## config.mk

```make
export PLATFORM = sky130hd
export DESIGN_NAME = xram_page_and_device_id_regs
export DESIGN_NICKNAME = d
export VERILOG_FILES = /design/src/xram_id_pkg.sv /design/src/xram_page_and_device_id_regs.sv /design/src/xram_addr_former.sv
export VERILOG_INCLUDE_DIRS = /design/src
export SDC_FILE = /design/constraint.sdc
export NUM_CORES = 1
export LEC_CHECK = 0
export BUFFER_PORTS_ARGS = -buffer_cell sky130_fd_sc_hd__buf_2
export CAP_MARGIN = 40
export CORE_MARGIN = 2
export CORE_UTILIZATION = 45
export CTS_CLUSTER_DIAMETER = 120
export DETAILED_ROUTE_END_ITERATION = 10
export GPL_TIMING_DRIVEN = 0
export PLACE_DENSITY = 0.93
export SETUP_SLACK_MARGIN = 0.05
export SLEW_MARGIN = 10
export SYNTH_ARGS = -nofsm -noshare
export SYNTH_HDL_FRONTEND = slang
export SYNTH_SLANG_ARGS = --single-unit
```

## constraint.sdc

```tcl
create_clock -name mclk -period 1.25 [get_ports mclk]
set_input_delay 0.0625 -clock mclk [delete_from_list [all_inputs] [get_ports mclk]]
set_output_delay 0.0625 -clock mclk [all_outputs]
set_load 0.01 [all_outputs]
```

## src/xram_id_params.svh

```systemverilog
// constants for the data RAM page register and the identity registers
// assumes an 8-bit register bus with a selectable register page
`ifndef XRAM_ID_PARAMS_SVH
`define XRAM_ID_PARAMS_SVH
`define PAGE_SELECT_ADDR    8'hAA
`define DERIV_ADDR          8'hAB
`define REVISION_ADDR       8'hAC
`define SERIAL_TOP_ADDR     8'hAE
`define SERIAL_TWO_ADDR     8'hAD
`define SERIAL_ONE_ADDR     8'hAC
`define SERIAL_LOW_ADDR     8'hAB
`define REG_PAGE_ZERO       8'h00
`define REG_PAGE_F          8'h0F
`define PAGE_FIELD_MSB      1
`define PAGE_FIELD_RESET    2'h0
`define BLANK_PAGE          2'h3
`define READ_DEFAULT        8'h00
`endif

```

## src/xram_id_pkg.sv

```systemverilog
// shared types for the page and identity register block
// assumes nothing beyond the constants header
package xram_id_pkg;
    typedef logic [7:0] byte_t;
    typedef logic [1:0] page_t;
endpackage

```

## src/xram_page_and_device_id_regs.sv

```systemverilog
// page register and read-only identity registers on the register bus
// assumes the core gives a register page, address, read and write strobes
// register map seen by the core, by register page and address:
//   0xAA, any page : page select, bits 1:0 writable, bits 7:2 hard zero
//   0xAB, page 0x00: derivative code, read only
//   0xAC, page 0x00: revision code, read only
//   0xAB, page 0x0F: serial byte zero, read only
//   0xAC, page 0x0F: serial byte one, read only
//   0xAD, page 0x0F: serial byte two, read only
//   0xAE, page 0x0F: serial byte three, read only
// every other address or page reads 0x00 with the hit flag low.
//
// timing on the register bus:
//   a strobe is taken on the rising edge at which it is high
//   read data and the hit flag appear on the next edge
//   read data then holds until the next read, the hit flag lasts one cycle
//   a write to the page register shows on the page field one edge later
//   a read in the same cycle as a page write returns the old page value
//
// hazards and limitations:
//   identity and serial values are parameters, so no write can touch them;
//   firmware that treats the serial bytes as scratch will read back the
//   factory values, never what it wrote
//   the page field feeds the address former directly, so a page write and an
//   operand access in one cycle still use the old page
//   the address former does not block page three; it only raises a flag,
//   and the memory beside this block forces the read data to zero
`include "xram_id_params.svh"
module xram_page_and_device_id_regs #(
    parameter logic [7:0]  DERIVATIVE_CODE = 8'h5A, // arbitrary value
    parameter logic [7:0]  REVISION_CODE   = 8'h3C, // arbitrary value
    parameter logic [31:0] SERIAL_NUMBER   = 32'h1234_5678 // arbitrary value
) (
    // clock and reset
    input  wire logic                 mclk,
    input  wire logic                 rst_b,
    // register bus from the core
    input  wire xram_id_pkg::byte_t   regPage,
    input  wire xram_id_pkg::byte_t   regAddr,
    input  wire logic                 regWrite,
    input  wire logic                 regRead,
    input  wire xram_id_pkg::byte_t   regWdata,
    output      xram_id_pkg::byte_t   regRdata,
    output      logic                 regHit,
    // 8-bit operand data RAM access
    input  wire xram_id_pkg::byte_t   ramOperand,
    input  wire logic                 ramShortAccess,
    output      logic [15:0]          ramAddr,
    output      logic                 ramBlank,
    // page field for other logic
    output      xram_id_pkg::page_t   page_field
);
    // register page qualifiers
    wire logic               pageZero;
    wire logic               pageF;
    // address matches before the page is taken into account
    wire logic               atPage;
    wire logic               atDeriv;
    wire logic               atRev;
    wire logic               atSerTop;
    wire logic               atSerTwo;
    wire logic               atSerOne;
    wire logic               atSerLow;
    // register hits, at most one high at a time
    wire logic               hitPage;
    wire logic               hitDeriv;
    wire logic               hitRev;
    wire logic               hitSerTop;
    wire logic               hitSerTwo;
    wire logic               hitSerOne;
    wire logic               hitSerLow;
    wire logic               anyHit;
    // read-back byte of each register
    wire xram_id_pkg::byte_t pageByte;
    wire xram_id_pkg::byte_t derivByte;
    wire xram_id_pkg::byte_t revByte;
    wire xram_id_pkg::byte_t serTopByte;
    wire xram_id_pkg::byte_t serTwoByte;
    wire xram_id_pkg::byte_t serOneByte;
    wire xram_id_pkg::byte_t serLowByte;
    // gated terms of the and-or read mux
    wire xram_id_pkg::byte_t pageTerm;
    wire xram_id_pkg::byte_t derivTerm;
    wire xram_id_pkg::byte_t revTerm;
    wire xram_id_pkg::byte_t serTopTerm;
    wire xram_id_pkg::byte_t serTwoTerm;
    wire xram_id_pkg::byte_t serOneTerm;
    wire xram_id_pkg::byte_t serLowTerm;
    wire xram_id_pkg::byte_t hitData;
    wire xram_id_pkg::byte_t selData;
    // page register write path
    wire logic               pageWrite;
    xram_id_pkg::page_t      next_page;

    // register page qualifiers; only pages zero and F carry identity bytes
    assign pageZero = (regPage == `REG_PAGE_ZERO);
    assign pageF    = (regPage == `REG_PAGE_F);

    // raw address matches; 0xAB and 0xAC are shared between two pages
    assign atPage   = (regAddr == `PAGE_SELECT_ADDR);
    assign atDeriv  = (regAddr == `DERIV_ADDR);
    assign atRev    = (regAddr == `REVISION_ADDR);
    assign atSerTop = (regAddr == `SERIAL_TOP_ADDR);
    assign atSerTwo = (regAddr == `SERIAL_TWO_ADDR);
    assign atSerOne = (regAddr == `SERIAL_ONE_ADDR);
    assign atSerLow = (regAddr == `SERIAL_LOW_ADDR);

    // page-qualified hits; the page register ignores the page on purpose
    assign hitPage   = atPage;
    assign hitDeriv  = pageZero && atDeriv;
    assign hitRev    = pageZero && atRev;
    assign hitSerTop = pageF && atSerTop;
    assign hitSerTwo = pageF && atSerTwo;
    assign hitSerOne = pageF && atSerOne;
    assign hitSerLow = pageF && atSerLow;
    assign anyHit    = hitPage | hitDeriv | hitRev |
                       hitSerTop | hitSerTwo | hitSerOne | hitSerLow;

    // upper six bits are hard zero, so only the field can show in the read-back byte
    assign pageByte = {6'h00, page_field};

    // identity bytes are parameters, so nothing on the bus can overwrite them
    assign derivByte  = DERIVATIVE_CODE;
    assign revByte    = REVISION_CODE;
    assign serTopByte = SERIAL_NUMBER[31:24];
    assign serTwoByte = SERIAL_NUMBER[23:16];
    assign serOneByte = SERIAL_NUMBER[15:8];
    assign serLowByte = SERIAL_NUMBER[7:0];

    // and-or mux: the hits are exclusive, so no priority chain is needed
    assign pageTerm   = pageByte & {8{hitPage}};
    assign derivTerm  = derivByte & {8{hitDeriv}};
    assign revTerm    = revByte & {8{hitRev}};
    assign serTopTerm = serTopByte & {8{hitSerTop}};
    assign serTwoTerm = serTwoByte & {8{hitSerTwo}};
    assign serOneTerm = serOneByte & {8{hitSerOne}};
    assign serLowTerm = serLowByte & {8{hitSerLow}};
    assign hitData    = pageTerm | derivTerm | revTerm |
                        serTopTerm | serTwoTerm | serOneTerm | serLowTerm;

    // unmapped reads return the default byte rather than stale data
    assign selData = anyHit ? hitData : `READ_DEFAULT;

    // only the low field takes write data; identity writes fall away
    assign pageWrite = regWrite && hitPage;
    assign next_page = pageWrite ? regWdata[`PAGE_FIELD_MSB:0]
                                 : page_field;

    // page register, cleared on reset
    always_ff @(posedge mclk or negedge rst_b)
    begin
        if (!rst_b)
            page_field <= `PAGE_FIELD_RESET;
        else
            page_field <= next_page;
    end

    // read data registered one cycle after the strobe; held otherwise
    always_ff @(posedge mclk or negedge rst_b)
    begin
        if (!rst_b)
        begin
            regRdata <= `READ_DEFAULT;
            regHit   <= 1'b0;
        end
        else
        begin
            regHit <= regRead && anyHit;
            if (regRead)
                regRdata <= selData;
        end
    end

    // address former uses the current page field
    xram_addr_former u_addr (
        .mclk        (mclk),
        .rst_b       (rst_b),
        .page        (page_field),
        .operand     (ramOperand),
        .shortAccess (ramShortAccess),
        .ramAddr     (ramAddr),
        .ramBlank    (ramBlank)
    );
endmodule

```

## src/xram_addr_former.sv

```systemverilog
// forms the 16-bit data RAM address for an 8-bit operand access
// assumes page and operand come from the same clock domain
`include "xram_id_params.svh"
module xram_addr_former (
    // clock and reset
    input  wire logic                 mclk,
    input  wire logic                 rst_b,
    // inputs
    input  wire xram_id_pkg::page_t   page,
    input  wire xram_id_pkg::byte_t   operand,
    input  wire logic                 shortAccess,
    // outputs
    output      logic [15:0]          ramAddr,
    output      logic                 ramBlank
);
    wire logic [15:0] formedAddr;
    // the page is the upper byte, its top six bits always zero
    assign formedAddr = {6'h00, page, operand};

    // registered so the top-level outputs come from flip-flops
    always_ff @(posedge mclk or negedge rst_b)
    begin
        if (!rst_b)
        begin
            ramAddr  <= 16'h0000;
            ramBlank <= 1'b0;
        end
        else if (shortAccess)
        begin
            ramAddr  <= formedAddr;
            ramBlank <= (page == `BLANK_PAGE);
        end
    end
endmodule

```

==> results by stage <==
Synth:
- The post-synthesis async set-or-reset flop share is 100%.
- The count of state elements after synthesis is 21.
- By count the netlist is led by 21 x dfrtp_1, 10 x mux2_1, 8 x inv_1, 7 x buf_4.
- The count of flip-flops with a built-in enable after synthesis is 0.
- Yosys printed 0 warnings.
- For this run, the register share of the synthesized area comes to 48.2%.
- Averaged over all synthesized cells, the footprint is 11.2 um^2.
- The total standard cell area after synthesis is 1090 um^2.
- The most common cell in the synthesized netlist is dfrtp_1.
- The cell count after synthesis is 97.
- The top flip-flop cell by instance count after synthesis is dfrtp_1.
- After synthesis, the largest area contributor takes up 48.2% of total cell area.
- The netlist uses 33 different library cells.
- By area the synthesized netlist is led by dfrtp_1 48%, mux2_1 10%, buf_4 4.8%, inv_1 2.8%, o311ai_4 2.4%.
- Of all cell types, the one taking the most synthesized area is dfrtp_1.

Route:
- For this run, the detailed router's first-pass iteration total came to 4.
- In the routed design, unresolved DRC markers number 0.
- The number of routed nets with antenna violations is 0.
- The first routing iteration left 16 violations.
- After detailed routing, the total wire length is 2700 um.
- The average vias per placed instance is 5.17.
- After detailed routing, the average wire length per cell comes to 13.7 um.
- Summing over every cut layer, the via total after detailed routing is 1,018.

Placed design:
- The weighted congestion at the end of routability-driven global placement is 0.784.
- The standard cell area after detailed placement is 1400 um^2.
- The pre-CTS worst setup slack is -0.534 ns.
- The cell count after placement is 181.
- The number of input and output port buffers inserted is 50.
- The HPWL after detailed placement is 1940 um.

Worst setup path:
- STA puts the critical path data arrival time at 1.44 ns.
- The worst setup path category is in2reg.
- The peak fanout along the critical path is 6.
- The critical path startpoint category is an input port.
- For the worst setup path, the data required time is 1.46 ns.
- The worst setup path is captured at a flip-flop.

Clocking:
- The tree built by TritonCTS fans out to 21 sinks.
- Clock-pin slew was measured on the worst setup and hold paths at 0.11 ns.
- TritonCTS built the clock tree.
- The CTS H-tree depth is 1.
- Counting along the longest clock path gives a buffer depth of 2.
- The root buffer cell is clkbuf_4.
- The number of buffers created by CTS is 3.
- The later pin in the worst-skew pair is clocked with a latency of 0.31 ns.

Power:
- In this run the static leakage power is 0.797 nW.
- In this run the power density over the cells is 828 nW/um^2.
- Across the VDD grid, the largest voltage drop is 630 uV.

Finish:
- Once layout is done, the placed cells without fillers occupy 1630 um^2.
- The non-filler instance count after layout is 197.
- Cells fill 72.1% of the core in the end.
- Relative to the synthesized area, the layout overhead comes to 49.3%.
- At the end of the flow, the number of nets in the layout was 207.
- The repair_antennas step left the layout with diodes totalling 0.
- Of the cells placed in the final design, the portion with a size suffix greater than 1 is 46.7%.
- The number of filler instances in the final layout is 164.

GRT:
- The number of global-route vias before repair is 946.
- The residual overflow from global routing is 0.
- The first global-routing pass estimated 4130 um of wire.
- Global routing used 20.0% of the available tracks across all layers.
- Entering global routing, the biggest net connects 22 pins.
- The number of antenna violations at the first check in global routing is 0.

Die:
- The total number of placement rows is 17.
- The full die area is 2830 um^2.
- The initial cell density of the core is 48.3%.
- The floorplan die width is 53.2 um.
- The total area inside the core boundary comes to 2250 um^2.
- For this design the top-level I/O count stands at 65.
- The die is 53.2 um tall.

STA:
- In the final timing run, aggregate negative setup slack is 0 ns.
- The number of setup violations in the final report is 0.
- Setup slack closes at 0.0187 ns.
- The count of pins over their slew limit came to 0.
- The final number of hold-violating endpoints is 0.
- In the finished design, the share of the clock period the worst path needs comes to 98.5%.
- The slew of the pin with the lowest slew margin is 0.510 ns.
- The minimum clock period is 1.23 ns.
- Setup repair after global routing could not meet its margin everywhere.
- Based on the critical path, the design can be clocked at up to 0.812 GHz.
- The clock arrives with 0.00288 ns of skew.
- The tightest slew margin relative to the limit is 66.0%.

Status:
- The flow ran to the end, and the final reports show no timing, DRC or antenna violations.

Run:
- The max-capacitance violation count is 0.

Worst hold path:
- The type of the most critical hold path is in2reg.
-- worst paths after layout --
check | startpoint | end | slack (ns) | cells past startpoint
setup / recovery | regPage[0] | regRdata[6] | 0.02 | 5
hold / removal | ramShortAccess | u_addr.ramAddr[9] | 0.04 | 2
setup reg to reg | page_field[1] | page_field[1] | 0.40 | 1
hold reg to reg | u_addr.ramAddr[6] | u_addr.ramAddr[6] | 0.49 | 1
max in group asynchronous | rst_b | regRdata[0] | 0.72 | 2
min in group asynchronous | rst_b | u_addr.ramAddr[6] | 0.22 | 2
-- stage by stage --
| step | hold WS (ns) | total power, mW |
|---|---|---|
| 3_3_place_gp | 0.0184 | 0.970 |
| 4_1_cts | 0.0351 | 1.35 |
| 3_5_place_dp | 0.0390 | 0.984 |
| 2_1_floorplan | -0.233 | 0.863 |
| 5_1_grt | 0.0322 | 1.42 |
| 6_report | 0.0383 | 1.35 |
-- sequential cells by signal (all words and copies together), names as in the netlist --
name	cells
u_addr.ramAddr	10
regRdata	7
page_field	2
regHit	1
u_addr.ramBlank	1
-- power by group --
group / leakage [nW] / internal [mW] / total [mW] / switching [mW]
clock network: 0.0150 / 0.125 / 0.325 / 0.201
logic: 0.509 / 0.147 / 0.290 / 0.143
registers: 0.273 / 0.714 / 0.732 / 0.0181
total: 0.797 / 0.985 / 1.35 / 0.362
-- per-layer routing --
| metal | up-vias | wire length, um | global-route usage (%) |
|---|---|---|---|
| met5 | - | 0 | 0 |
| met4 | 0 | 50 | 9.83 |
| met3 | 5 | 108 | 1.13 |
| met2 | 36 | 1430 | 34.6 |
| met1 | 491 | 1110 | 25.0 |
| li1 | 486 | - | - |
-- final cells by class --
type / count / area (um^2) / share of cell area [%]
Multi-Input combinational cell: 64 / 558 / 34.3
Inverter: 8 / 30.0 / 1.85
Buffer: 10 / 71.3 / 4.38
Clock buffer: 4 / 26.3 / 1.62
Sequential cell: 21 / 526 / 32.3
Timing Repair Buffer: 62 / 380 / 23.4
Tap cell: 28 / 35.0 / 2.15
-- critical path, cell delays in order --
cell,delay (ns)
buf_2,0.10
or4_4,0.58
o21ai_1,0.17
a22oi_2,0.15
o41ai_2,0.37
-- logic make-up (layout without fill, tap and decap cells) --
kind of cell / Yosys count / in the layout / synth area share (%)
AND/OR/NAND/NOR: 24 / 24 / 14.7
flip-flops: 21 / 21 / 48.2
AO/OA/AOI/OAI: 20 / 20 / 14.2
XOR/XNOR: 1 / 1 / 0.804
multiplexers: 12 / 12 / 12.4
other: 1 / 7 / 0.344
buffers and inverters: 18 / 84 / 9.30
-- placed cells by master, fill, tap and decap left out, types with 2 or more instances in the layout --
cell type / count
nand3b_1: 2
buf_4: 8
dlygate4sd3_1: 11
conb_1: 7
o32ai_1: 2
a21oi_1: 3
buf_2: 48
nand3_1: 2
inv_1: 8
dfrtp_1: 21
clkbuf_1: 2
o21ai_0: 3
or2b_2: 2
o22ai_1: 2
mux2_2: 2
mux2_1: 10
nand2_1: 3
nor2_1: 4
nand4_1: 2
o21ai_1: 2
o41ai_2: 2
nor3b_2: 2
or4_4: 2
clkbuf_4: 3
buf_6: 3
-- what timing repair did --
action / CTS / global route
hold endpoints to repair: 31 / 0
hold buffers: 11 / 0
setup endpoints to repair: 6 / 5
setup buffers: 1 / 0
gates resized for setup: 6 / 7
Note: power is estimated with default switching activity, not from simulation.
